## src/core/gtm_pkg.sv

```systemverilog
// Purpose: Shared constants and types of the general timer block.
// Assumes: 32-bit register word, byte offsets on the plain register port.
// Notes:   Offsets and bit positions are local to this block.
package gtm_pkg;
    // Register byte offsets.
    localparam logic [7:0] OFF_CONFIG   = 8'h00;
    localparam logic [7:0] OFF_LO_MODE  = 8'h04;
    localparam logic [7:0] OFF_HI_MODE  = 8'h08;
    localparam logic [7:0] OFF_CONTROL  = 8'h0C;
    localparam logic [7:0] OFF_IRQ_MASK = 8'h18;
    localparam logic [7:0] OFF_IRQ_RAW  = 8'h1C;
    localparam logic [7:0] OFF_IRQ_MSK  = 8'h20;
    localparam logic [7:0] OFF_IRQ_CLR  = 8'h24;
    localparam logic [7:0] OFF_LO_LOAD  = 8'h28;
    localparam logic [7:0] OFF_HI_LOAD  = 8'h2C;
    localparam logic [7:0] OFF_LO_MATCH = 8'h30;
    localparam logic [7:0] OFF_LO_PRE   = 8'h38;
    localparam logic [7:0] OFF_HI_PRE   = 8'h3C;
    localparam logic [7:0] OFF_LO_COUNT = 8'h48;
    localparam logic [7:0] OFF_HI_COUNT = 8'h4C;

    // Configuration values.
    localparam logic [2:0] CFG_32_TIMER = 3'h0;
    localparam logic [2:0] CFG_32_RTC   = 3'h1;
    localparam logic [2:0] CFG_16_SPLIT = 3'h4;

    // Mode field values.
    localparam logic [1:0] MODE_ONESHOT  = 2'h1;
    localparam logic [1:0] MODE_PERIODIC = 2'h2;

    // Control register bit positions.
    localparam int CTL_LO_EN    = 0;
    localparam int CTL_LO_STALL = 1;
    localparam int CTL_RTC_EN   = 4;
    localparam int CTL_LO_ADC   = 5;
    localparam int CTL_HI_EN    = 8;
    localparam int CTL_HI_STALL = 9;
    localparam int CTL_HI_ADC   = 13;

    // Status bit positions.
    localparam int RIS_TO_LO = 0;
    localparam int RIS_RTC   = 3;
    localparam int RIS_TO_HI = 8;

    // Values after reset, and the RTC seed loaded on first selection.
    localparam logic [15:0] CNT_RST  = 16'hFFFF;
    localparam logic [7:0]  PRE_RST  = 8'h00;
    localparam logic [31:0] RTC_SEED = 32'h0000_0001;

    // Real-time clock input rate and tick rate, in Hz.
    localparam int RTC_CLK_HZ  = 32768;
    localparam int RTC_TICK_HZ = 1;
    localparam int RTC_DIV_DEF = RTC_CLK_HZ / RTC_TICK_HZ;

    typedef struct packed {
        logic [7:0]  addr;
        logic [31:0] wdata;
        logic        wr;
        logic        rd;
    } gtm_bus_req_s;
endpackage

```

## src/core/gtm_timer.sv

```systemverilog
// Purpose: General timer block, two 16-bit halves joined for 32-bit modes.
// Assumes: Debug halt comes from logic on the same clock; the RTC input
//          pin is asynchronous.
// Notes:   Prescalers are stored but not used; 16-bit capture and PWM
//          modes are not built.
//
// Notes on behaviour
// Two 16-bit counters, usable apart or joined as 32-bit timer or RTC.
// Trigger outputs of all timer blocks are ORed before the converter.
// Reset leaves block idle, counters and loads 0xFFFF, prescales 0x00.
// Config 0 selects 32-bit timer, config 1 selects 32-bit RTC.
// In 16-bit operation each half runs on its own settings.
// In 32-bit modes a low load write fills both load halves.
// In 32-bit modes a low count read returns high:low counters.
// In 32-bit modes one-shot or periodic comes only from the low mode field.
// Low enable starts down count; at zero the load reloads next cycle.
// One-shot stops and clears enable at reload; periodic keeps going.
// Zero sets low timeout raw status, held until cleared by software.
// Masked timeout status follows raw status when the mask allows.
// Converter trigger at zero only while its enable bit is set.
// A load write while running is taken as the count next cycle.
// With stall bit set, counting freezes during debug halt.
// RTC counts up, seeded with one on first selection.
// The outside source drives 32.768 kHz on the even capture pin.
// RTC input is divided to a 1 Hz tick advancing the counter.
// On match the RTC count wraps to zero and keeps counting.
// Match sets RTC raw status; unmasked it sets masked and interrupt.
// Writing the RTC clear bit clears raw and masked RTC status.
// With RTC enable set, debug halt never freezes the counter.
// Config 4 selects 16-bit operation with separate halves.
// Masked status is raw AND mask; interrupt is OR of masked.
// RTC input is synchronised and edge detected in the system clock.
`timescale 1ns/100ps
module gtm_timer #(
    parameter int RTC_DIV = gtm_pkg::RTC_DIV_DEF,
    parameter int DIV_W   = 16
) (
    // Clock and reset.
    input  wire logic                 clock,
    input  wire logic                 rst_n,
    // Register port.
    input  wire gtm_pkg::gtm_bus_req_s bus_req,
    output logic [31:0]               rdata,
    // Pins and system signals.
    input  wire logic                 capture_pin_0,
    input  wire logic                 dbg_halt,
    input  wire logic                 adc_trigger_in,
    output logic                      adc_trigger_out,
    output logic                      irq_out
);
    import gtm_pkg::*;

    logic [2:0]       cfg_q;
    logic [1:0]       lo_mode_q;
    logic [1:0]       hi_mode_q;
    logic [15:0]      ctl_q;
    logic [15:0]      ctl_d;
    logic [15:0]      imr_q;
    logic [15:0]      ris_q;
    logic [15:0]      ris_d;
    logic [15:0]      load_lo_q;
    logic [15:0]      load_hi_q;
    logic [7:0]       pre_lo_q;
    logic [7:0]       pre_hi_q;
    logic [31:0]      match_q;
    logic [15:0]      cnt_lo_q;
    logic [15:0]      cnt_hi_q;
    logic [31:0]      cnt_d;
    logic             rtc_seen_q;
    logic             adc_q;
    logic [31:0]      rd_val;
    logic             cap_s1_q;
    logic             cap_s2_q;
    logic             cap_s3_q;
    logic [DIV_W-1:0] div_q;

    // Write decode.
    wire wr_cfg     = bus_req.wr && bus_req.addr == OFF_CONFIG;
    wire wr_lo_mode = bus_req.wr && bus_req.addr == OFF_LO_MODE;
    wire wr_hi_mode = bus_req.wr && bus_req.addr == OFF_HI_MODE;
    wire wr_ctl     = bus_req.wr && bus_req.addr == OFF_CONTROL;
    wire wr_imr     = bus_req.wr && bus_req.addr == OFF_IRQ_MASK;
    wire wr_icr     = bus_req.wr && bus_req.addr == OFF_IRQ_CLR;
    wire wr_load_lo = bus_req.wr && bus_req.addr == OFF_LO_LOAD;
    wire wr_load_hi = bus_req.wr && bus_req.addr == OFF_HI_LOAD;
    wire wr_match   = bus_req.wr && bus_req.addr == OFF_LO_MATCH;
    wire wr_pre_lo  = bus_req.wr && bus_req.addr == OFF_LO_PRE;
    wire wr_pre_hi  = bus_req.wr && bus_req.addr == OFF_HI_PRE;

    // mode select
    wire mode32 = cfg_q == CFG_32_TIMER;
    wire rtc    = cfg_q == CFG_32_RTC;
    // split select
    wire m16    = cfg_q == CFG_16_SPLIT;

    // halves joined
    wire [31:0] cnt32  = {cnt_hi_q, cnt_lo_q};
    wire [31:0] load32 = {load_hi_q, load_lo_q};
    wire        lo_en  = ctl_q[CTL_LO_EN];
    wire        hi_en  = ctl_q[CTL_HI_EN];

    // debug stall
    wire stall_lo = dbg_halt && ctl_q[CTL_LO_STALL];
    wire stall_hi = dbg_halt && ctl_q[CTL_HI_STALL];
    wire run32    = mode32 && lo_en && !stall_lo;
    wire run_lo16 = m16 && lo_en && !stall_lo;
    wire run_hi16 = m16 && hi_en && !stall_hi;

    // RTC enable overrides stall
    wire rtc_hold = dbg_halt && (ctl_q[CTL_LO_STALL] || ctl_q[CTL_HI_STALL]);
    wire rtc_run  = rtc && lo_en && (ctl_q[CTL_RTC_EN] || !rtc_hold);

    wire zero32  = run32 && cnt32 == 32'h0000_0000;
    wire zero_lo = run_lo16 && cnt_lo_q == 16'h0000;
    wire zero_hi = run_hi16 && cnt_hi_q == 16'h0000;
    // low field only
    wire lo_oneshot = lo_mode_q == MODE_ONESHOT;
    // independent halves
    wire hi_oneshot = hi_mode_q == MODE_ONESHOT;
    wire to_lo = zero32 || zero_lo;
    wire to_hi = zero_hi;

    // sync and edge
    wire cap_rise = cap_s2_q && !cap_s3_q;
    // divide to tick
    wire div_end  = div_q == DIV_W'(RTC_DIV - 1);
    wire rtc_step = rtc_run && cap_rise && div_end;
    wire rtc_match = rtc_step && cnt32 == match_q;
    // seed once
    wire seed_rtc = wr_cfg && bus_req.wdata[2:0] == CFG_32_RTC && !rtc_seen_q;
    // masked status
    wire [15:0] mis = ris_q & imr_q;

    always_comb begin
        cnt_d = cnt32;
        if (seed_rtc) begin
            cnt_d = RTC_SEED;
        end else if (rtc) begin
            // wrap on match
            if (rtc_step) begin
                cnt_d = rtc_match ? 32'h0000_0000 : cnt32 + 32'h0000_0001;
            end
        end else if (mode32) begin
            // load while running
            if (wr_load_lo) begin
                cnt_d = bus_req.wdata;
            // reload at zero
            end else if (zero32) begin
                cnt_d = load32;
            end else if (run32) begin
                cnt_d = cnt32 - 32'h0000_0001;
            end
        end else if (m16) begin
            // low half alone
            if (wr_load_lo) begin
                cnt_d[15:0] = bus_req.wdata[15:0];
            end else if (zero_lo) begin
                cnt_d[15:0] = load_lo_q;
            end else if (run_lo16) begin
                cnt_d[15:0] = cnt_lo_q - 16'h0001;
            end
            if (wr_load_hi) begin
                cnt_d[31:16] = bus_req.wdata[15:0];
            end else if (zero_hi) begin
                cnt_d[31:16] = load_hi_q;
            end else if (run_hi16) begin
                cnt_d[31:16] = cnt_hi_q - 16'h0001;
            end
        end
    end

    // Software writes to the control register win over a one-shot clear in
    // the same cycle, so a fresh start is never swallowed.
    always_comb begin
        ctl_d = ctl_q;
        if (wr_ctl) begin
            ctl_d = bus_req.wdata[15:0];
        end else begin
            // one-shot stop
            if ((zero32 || zero_lo) && lo_oneshot) begin
                ctl_d[CTL_LO_EN] = 1'b0;
            end
            if (zero_hi && hi_oneshot) begin
                ctl_d[CTL_HI_EN] = 1'b0;
            end
        end
    end

    // sticky timeout, set wins
    // clear RTC status
    always_comb begin
        ris_d = ris_q;
        if (wr_icr) begin
            ris_d = ris_q & ~bus_req.wdata[15:0];
        end
        if (to_lo) begin
            ris_d[RIS_TO_LO] = 1'b1;
        end
        if (to_hi) begin
            ris_d[RIS_TO_HI] = 1'b1;
        end
        // match status
        if (rtc_match) begin
            ris_d[RIS_RTC] = 1'b1;
        end
    end

    // joined count read
    always_comb begin
        unique case (bus_req.addr)
            OFF_CONFIG:   rd_val = {29'h0, cfg_q};
            OFF_LO_MODE:  rd_val = {30'h0, lo_mode_q};
            OFF_HI_MODE:  rd_val = {30'h0, hi_mode_q};
            OFF_CONTROL:  rd_val = {16'h0, ctl_q};
            OFF_IRQ_MASK: rd_val = {16'h0, imr_q};
            OFF_IRQ_RAW:  rd_val = {16'h0, ris_q};
            // masked view
            OFF_IRQ_MSK:  rd_val = {16'h0, mis};
            OFF_LO_LOAD:  rd_val = m16 ? {16'h0, load_lo_q} : load32;
            OFF_HI_LOAD:  rd_val = {16'h0, load_hi_q};
            OFF_LO_MATCH: rd_val = match_q;
            OFF_LO_PRE:   rd_val = {24'h0, pre_lo_q};
            OFF_HI_PRE:   rd_val = {24'h0, pre_hi_q};
            OFF_LO_COUNT: rd_val = m16 ? {16'h0, cnt_lo_q} : cnt32;
            OFF_HI_COUNT: rd_val = {16'h0, cnt_hi_q};
            default:      rd_val = 32'h0000_0000;
        endcase
    end

    // reset state
    always_ff @(posedge clock or negedge rst_n) begin
        if (!rst_n) begin
            cfg_q     <= CFG_32_TIMER;
            lo_mode_q <= 2'h0;
            hi_mode_q <= 2'h0;
            ctl_q     <= 16'h0000;
            imr_q     <= 16'h0000;
            ris_q     <= 16'h0000;
            cnt_lo_q  <= CNT_RST;
            cnt_hi_q  <= CNT_RST;
            rdata     <= 32'h0000_0000;
        end else begin
            if (wr_cfg) begin
                cfg_q <= bus_req.wdata[2:0];
            end
            if (wr_lo_mode) begin
                lo_mode_q <= bus_req.wdata[1:0];
            end
            if (wr_hi_mode) begin
                hi_mode_q <= bus_req.wdata[1:0];
            end
            if (wr_imr) begin
                imr_q <= bus_req.wdata[15:0];
            end
            ctl_q    <= ctl_d;
            ris_q    <= ris_d;
            cnt_lo_q <= cnt_d[15:0];
            cnt_hi_q <= cnt_d[31:16];
            rdata    <= bus_req.rd ? rd_val : 32'h0000_0000;
        end
    end

    always_ff @(posedge clock or negedge rst_n) begin
        if (!rst_n) begin
            load_lo_q <= CNT_RST;
            load_hi_q <= CNT_RST;
            pre_lo_q  <= PRE_RST;
            pre_hi_q  <= PRE_RST;
            match_q   <= 32'h0000_0000;
        end else begin
            // joined load write
            if (wr_load_lo) begin
                load_lo_q <= bus_req.wdata[15:0];
            end
            if (wr_load_lo && !m16) begin
                load_hi_q <= bus_req.wdata[31:16];
            end else if (wr_load_hi) begin
                load_hi_q <= bus_req.wdata[15:0];
            end
            if (wr_pre_lo) begin
                pre_lo_q <= bus_req.wdata[7:0];
            end
            if (wr_pre_hi) begin
                pre_hi_q <= bus_req.wdata[7:0];
            end
            if (wr_match) begin
                match_q <= bus_req.wdata;
            end
        end
    end

    // input synchroniser
    always_ff @(posedge clock or negedge rst_n) begin
        if (!rst_n) begin
            cap_s1_q <= 1'b0;
            cap_s2_q <= 1'b0;
            cap_s3_q <= 1'b0;
        end else begin
            cap_s1_q <= capture_pin_0;
            cap_s2_q <= cap_s1_q;
            cap_s3_q <= cap_s2_q;
        end
    end

    // The divider restarts whenever the RTC stops, so a new start always
    // waits one full second before the first step.
    always_ff @(posedge clock or negedge rst_n) begin
        if (!rst_n) begin
            div_q      <= '0;
            rtc_seen_q <= 1'b0;
        end else begin
            if (seed_rtc) begin
                rtc_seen_q <= 1'b1;
            end
            // edge divider
            if (!rtc_run) begin
                div_q <= '0;
            end else if (cap_rise) begin
                div_q <= div_end ? '0 : div_q + DIV_W'(1);
            end
        end
    end

    // gated trigger
    always_ff @(posedge clock or negedge rst_n) begin
        if (!rst_n) begin
            adc_q <= 1'b0;
        end else begin
            adc_q <= (to_lo && ctl_q[CTL_LO_ADC]) || (to_hi && ctl_q[CTL_HI_ADC]);
        end
    end

    // trigger chain OR
    assign adc_trigger_out = adc_q || adc_trigger_in;
    // interrupt OR
    assign irq_out = |mis;
endmodule // gtm_timer

```

## config.mk

```make
export PLATFORM = sky130hd
export DESIGN_NAME = gtm_timer
export DESIGN_NICKNAME = d
export VERILOG_FILES = /design/src/core/gtm_pkg.sv /design/src/core/gtm_timer.sv
export SDC_FILE = /design/constraint.sdc
export NUM_CORES = 1
export LEC_CHECK = 0
export BUFFER_PORTS_ARGS = -buffer_cell sky130_fd_sc_hd__buf_2
export CORE_UTILIZATION = 42
export DETAILED_ROUTE_END_ITERATION = 8
export HOLD_SLACK_MARGIN = 0.02
export SLEW_MARGIN = 15
export SYNTH_ARGS = -nofsm -noshare
export SYNTH_HDL_FRONTEND = slang
export SYNTH_SLANG_ARGS = --single-unit
```

## constraint.sdc

```tcl
create_clock -name clock -period 2.85 [get_ports clock]
set_input_delay 0.285 -clock clock [delete_from_list [all_inputs] [get_ports clock]]
set_output_delay 0.285 -clock clock [all_outputs]
set_load 0.02 [all_outputs]
```

After elaboration in Yosys (flattened, before gate mapping)
Cells that the tools add are included.
{ "totals": {"input_bits": 47, "out_inout_bits": 34, "word_cells": 153, "ram_bits": 0, "mem_count": 0, "ff_bits": 220, "latchBits": 0, "mem_bits_ro": 0} }
{ "classes": {"n_reduce_logical": 64, "n_mul": 0, "n_shift": 0, "magnitude_cmp": 0, "eq_ne": 24, "n_div": 0, "bitwise": 3, "addsub": 5, "n_mux": 32} }
{ "ops": {"columns": ["op", "count"], "rows": [
  ["$pmux W32 S14", 1],
  ["$mux W32", 12],
  ["$mux W16", 11],
  ["$eq A8 B6 Y1 const B", 7],
  ["$logic_and A1 B1 Y1", 36],
  ["$add A32 B1 Y32 const B", 1],
  ["$and A16 B16 Y16", 2],
  ["$eq A32 B32 Y1", 1],
  ["$logic_not A16 Y1", 2],
  ["$logic_not A32 Y1", 1],
  ["$sub A16 B1 Y16 const B", 2],
  ["$sub A32 B1 Y32 const B", 1],
  ["$add A16 B1 Y16 const B", 1],
  ["$eq A16 B15 Y1 const B", 1],
  ["$eq A8 B4 Y1 const B", 2],
  ["$eq A8 B5 Y1 const B", 2],
  ["$eq A8 B7 Y1 const B", 2],
  ["$not A16 Y16", 1],
  ["$reduce_or A16 Y1", 1],
  ["$reduce_bool A2 Y1", 6],
  ["$reduce_bool A6 Y1", 2],
  ["$mux W9", 1],
  ["$eq A8 B3 Y1 const B", 1],
  ["$logic_not A8 Y1", 1],
  ["other kinds (12)", 30]
]} }

Depth between registers and ports, before layout
{ "logic_depth": {"ltp_word": 12, "ltp_mapped": 13, "ltp_nobuf": 10} }

Least setup slack after synthesis
OpenSTA, ideal clock, no wires.
{ "synth_timing": {"kind": "reg2reg", "start": "register cnt_lo_q[0]", "end": "register cnt_lo_q[12]", "t_required_ps": 2773, "n_path_buf": 1, "path_slack_ps": -107, "arrival_time_ps": 2880, "setup_ps": 77, "synth_period_minus_slack_ps": 2957, "stages_incl_launch_ff": 12, "path_cell_list": "dfstp_2 clkbuf_1 inv_1 ha_1 nor4b_1 nand2_1 or4_1 or3_1 xnor2_1 o311ai_0 a31oi_1 o22ai_1"} }
{ "synth_via": {"elab_chain_cells": 8, "word_cells_on_any_way": 24, "cone_classes": "add/sub: 3; eq/ne: 2; mux: 12; reduce/logical: 7"} }
{ "synth_lines": {"columns": ["element", "line", "source"], "rows": [
  ["start: declaration", "gtm_timer.sv:66", "logic [15:0] cnt_lo_q;"],
  ["start signal: assignment", "gtm_timer.sv:257", "cnt_lo_q <= cnt_d[15:0];"],
  ["$sub A16 B1 Y16 / $logic_not A16 Y1 (equally long branches)", "gtm_timer.sv:160, gtm_timer.sv:114", null],
  ["$mux W16 / $logic_and A1 B1 Y1 (equally long branches)", "gtm_timer.sv:159, gtm_timer.sv:114", null],
  ["$mux W16", "gtm_timer.sv:157", "end else if (zero_lo) begin"],
  ["$mux W16", "gtm_timer.sv:155", "if (wr_load_lo) begin"],
  ["$mux W32", "gtm_timer.sv:153", "end else if (m16) begin"],
  ["$mux W32", "gtm_timer.sv:143", "end else if (mode32) begin"],
  ["$mux W32", "gtm_timer.sv:138", "end else if (rtc) begin"],
  ["$mux W32", "gtm_timer.sv:136", "if (seed_rtc) begin"]
]} }
Several ways; a longest one is shown, not always the timed one. The select of a mux whose other input is x is not followed.
A chain may end at the register's enable or synchronous reset.

Final worst setup path
{ "layout_timing": {"start": "register cnt_lo_q[3]", "end": "register cnt_lo_q[2]"} }
{ "layout_via": {"elab_chain_cells": 8, "word_cells_on_any_way": 19, "cone_classes": "eq/ne: 2; mux: 10; reduce/logical: 7"} }
{ "layout_lines": {"columns": ["element", "line", "source"], "rows": [
  ["$logic_not A16 Y1", "gtm_timer.sv:114", "wire zero_lo = run_lo16 && cnt_lo_q == 16'h0000;"],
  ["$logic_and A1 B1 Y1", "gtm_timer.sv:114", null],
  ["$mux W16", "gtm_timer.sv:157", null],
  ["$mux W16", "gtm_timer.sv:155", null],
  ["$mux W32", "gtm_timer.sv:153", null],
  ["$mux W32", "gtm_timer.sv:143", null],
  ["$mux W32", "gtm_timer.sv:138", null],
  ["$mux W32", "gtm_timer.sv:136", null]
]} }
Several ways; a longest one is shown, not always the timed one. The select of a mux whose other input is x is not followed.

==> results.sh <==
export IMPL_area_growth_pct=22.1
export IMPL_required_ns=3.31
export IMPL_initial_core_util=0.431
export IMPL_tightestPinTransition_ns=1.07
export IMPL_synth_distinct_cells=71
export IMPL_finalPower_mw=11.4
export IMPL_root_buffer="clkbuf_16"
export IMPL_core_region_area_mm2=0.0300
export IMPL_ir_worst_vdd_v=0.000510
export IMPL_slowest_delay_ns=0.65
export IMPL_period_needed_ns=2.86
export IMPL_start_kind="flip-flop"
export IMPL_rows=63
export IMPL_report_final_hold_viol_count=0
export IMPL_cp_arrival_ns=3.32
export IMPL_place_ws_ns=-0.281
export IMPL_synth_top_area_cell="dfrtp_1"
export IMPL_port_buffers=80
export IMPL_firstDrtPassIters=6
export IMPL_yosys_area_top_type_share=0.302
export IMPL_io_pins=81
export IMPL_hold_class="input pin to flip-flop"
export IMPL_clk_pin_slew_ns=0.06
export IMPL_endpoint_kind="flip-flop"
export IMPL_syn_cell_area_mm2=0.0129
export IMPL_fmaxAchievable_mhz=350
export IMPL_gr_total_overflow=0
export IMPL_ys_warn_count=0
export IMPL_cts_buffers=26
export IMPL_path_buf_inv=3
export IMPL_hpwl_mm=41.0
export IMPL_p_leak_nw=6.99
export IMPL_dpl_cell_area_mm2=0.0146
export IMPL_switching_share=0.369
export IMPL_die_height_um=177
export IMPL_detail_route_wl_per_cell_um=28.2
export IMPL_synth_common_cells="nand2_1, dfrtp_1, nor2_1, clkbuf_1, o21ai_0"
export IMPL_insertion_delay_ns=0.56
export IMPL_path_cells="xnor2_1 -> nand4_1 -> nor4_2 -> buf_4 -> nand4b_1 -> nand4b_1 -> buf_4 -> clkbuf_16 -> o21ai_0 -> a21oi_1 -> o21ai_1"
export IMPL_nNetsFinal=1638
export IMPL_final_area_mm2=0.0158
export IMPL_dieArea_mm2=0.0315
export IMPL_fin_util=0.527
export IMPL_placed_cells=1925
export IMPL_p_int_mw=7.20
export IMPL_violations="setup timing"
export IMPL_tritoncts="yes"
export IMPL_maxSlewHeadroom=0.287
export IMPL_synth_area_top_cells="dfrtp_1, dfstp_2, mux2_2, nand2_1, xnor2_1"
export IMPL_seqPwrFrac=0.370
export IMPL_routed_wl_mm=56.2
export IMPL_p_clk_frac=0.303
export IMPL_cts_max_path_buffers=3
export IMPL_cts_sinks=220
export IMPL_synth_flop_cell="dfrtp_1"
export IMPL_diodes=0
export IMPL_instances_no_fill=1996
export IMPL_power_frac_comb=0.327
export IMPL_layout_worst_path_cycle_share=1.00
export IMPL_yosysMostFrequentCell="nand2_1"
export IMPL_finalSetupViolCount=1
export IMPL_antenna_left=0
export IMPL_die_w_um=177
export IMPL_route_detailed_drc=0
export IMPL_tns_ns=-0.00900
export IMPL_status="finished, violations left"
export IMPL_rsz0062_at_grt="yes"
export IMPL_synth_edf_count=0
export IMPL_first_iter_violations=1969
export IMPL_whs_ns=0.0394
export IMPL_final_layout_size_suffix_gt1_frac=0.283
export IMPL_via_per_inst=6.49
export IMPL_async_flop_share=1.00
export IMPL_reg2reg_depth=11
export IMPL_ys_seq_area_frac=0.432
export IMPL_path_class="flip-flop to flip-flop"
export IMPL_grt_max_degree=76
export IMPL_p_per_area_mw_per_mm2=722
export IMPL_grt_pass1_wl_mm=82.3
export IMPL_whs_path_depth=3
export IMPL_setup_ws_ns=-0.00900
export IMPL_syn_num_nets=1480
export IMPL_switching_power_mw=4.20
export IMPL_vias=13000
export IMPL_ys_seq_elements=220
export IMPL_cp_slowest_cell="dfstp_2"
export IMPL_grt_pass1_vias=12100
export IMPL_antenna_found_initial=1
export IMPL_cp_num_cells=11
export IMPL_avgSynthCellArea_um2=9.05
export IMPL_gp_congestion=1.00
export IMPL_crit_family="simple AND/OR/NAND/NOR gates"
export IMPL_slew_violations=0
export IMPL_synth_cells=1428
export IMPL_cap_violations=0
export IMPL_htree_levels=1
export IMPL_grt_usage=0.357
export IMPL_fin_worst_skew_ns=0.0260
export IMPL_worstPathMaxFanout=14
## routing by layer
metal | track usage | wire (µm)
met1 | 0.511 | 23900
met2 | 0.526 | 23900
met5 | 0.00641 | 11
met3 | 0.0581 | 5730
met4 | 0.158 | 2700
## cell type report
| class | instances | area (µm²) |
|---|---|---|
| Clock buffer | 36 | 728 |
| Clock inverter | 12 | 159 |
| Fill cell | 2841 | 14200 |
| Inverter | 33 | 124 |
| Multi-Input combinational cell | 1065 | 6930 |
| Sequential cell | 220 | 5590 |
| Tap cell | 390 | 488 |
| Timing Repair Buffer | 240 | 1770 |
## power groups by stage
stage | clock network [mW] | registers, mW | logic (mW)
after floorplan | 0 | 3.75 | 2.27
after global placement | 0 | 4.25 | 3.45
after detailed placement | 0 | 4.25 | 3.42
after CTS | 3.51 | 4.20 | 3.47
after global routing | 3.62 | 4.24 | 3.97
final | 3.46 | 4.22 | 3.72
## placed cells by master, fill, tap and decap left out, types with 26 or more instances in the layout
cell / n
a21oi_1: 66
a222oi_1: 33
a22oi_1: 26
a31oi_1: 30
buf_2: 79
buf_4: 141
clkbuf_16: 27
dfrtp_1: 156
dfstp_2: 63
inv_1: 33
mux2_2: 76
nand2_1: 164
nand3_1: 48
nor2_1: 123
nor3_1: 26
o21ai_0: 91
xnor2_1: 52
## registers in the layout, indices dropped and copies added, names as in the netlist
| name | cells |
|---|---|
| match_q | 32 |
| rdata | 32 |
| cnt_hi_q | 16 |
| cnt_lo_q | 16 |
| ctl_q | 16 |
| div_q | 16 |
| imr_q | 16 |
| load_hi_q | 16 |
| load_lo_q | 16 |
| ris_q | 16 |
| pre_hi_q | 8 |
| pre_lo_q | 8 |
| cfg_q | 3 |
| hi_mode_q | 2 |
| lo_mode_q | 2 |
| adc_q | 1 |
| cap_s1_q | 1 |
| cap_s2_q | 1 |
| cap_s3_q | 1 |
| rtc_seen_q | 1 |
## cells by family (layout without fill, tap and decap cells)
kind of cell	count (synthesis)	after routing	synth area share
XOR/XNOR	72	72	0.0488
multiplexers	84	84	0.0724
adder cells (fa/ha/maj)	5	5	0.00484
AO/OA/AOI/OAI	408	408	0.215
buffers and inverters	143	321	0.0424
flip-flops	220	220	0.432
AND/OR/NAND/NOR	496	496	0.185
## worst register-to-register path, stage by stage, from the launching register on
cell       delay (ns)
dfstp_2          0.65
xnor2_1          0.24
nand4_1          0.23
nor4_2           0.35
buf_4            0.20
nand4b_1         0.18
nand4b_1         0.23
buf_4            0.17
clkbuf_16        0.19
o21ai_0          0.09
a21oi_1          0.16
o21ai_1          0.09
## what timing repair did
item,CTS,global route
buffers inserted,0,14
hold endpoints to repair,43,0
gates cloned,0,1
endpoints found under the setup margin,31,22
hold buffers,8,0
resized for setup,3,19
pin swaps,0,8
## final timing paths
kind,start,endpoint,slack [ns]
worst max-delay path,cnt_lo_q[3],cnt_lo_q[2],-0.009
worst min-delay path,bus_req[17],load_lo_q[15],0.04
worst max register to register,cnt_lo_q[3],cnt_lo_q[2],-0.009
worst min register to register,cap_s1_q,cap_s2_q,0.34
max in group asynchronous,rst_n,cnt_lo_q[3],1.72
min in group asynchronous,rst_n,match_q[24],0.29
Power figures use the tool's default switching activity.
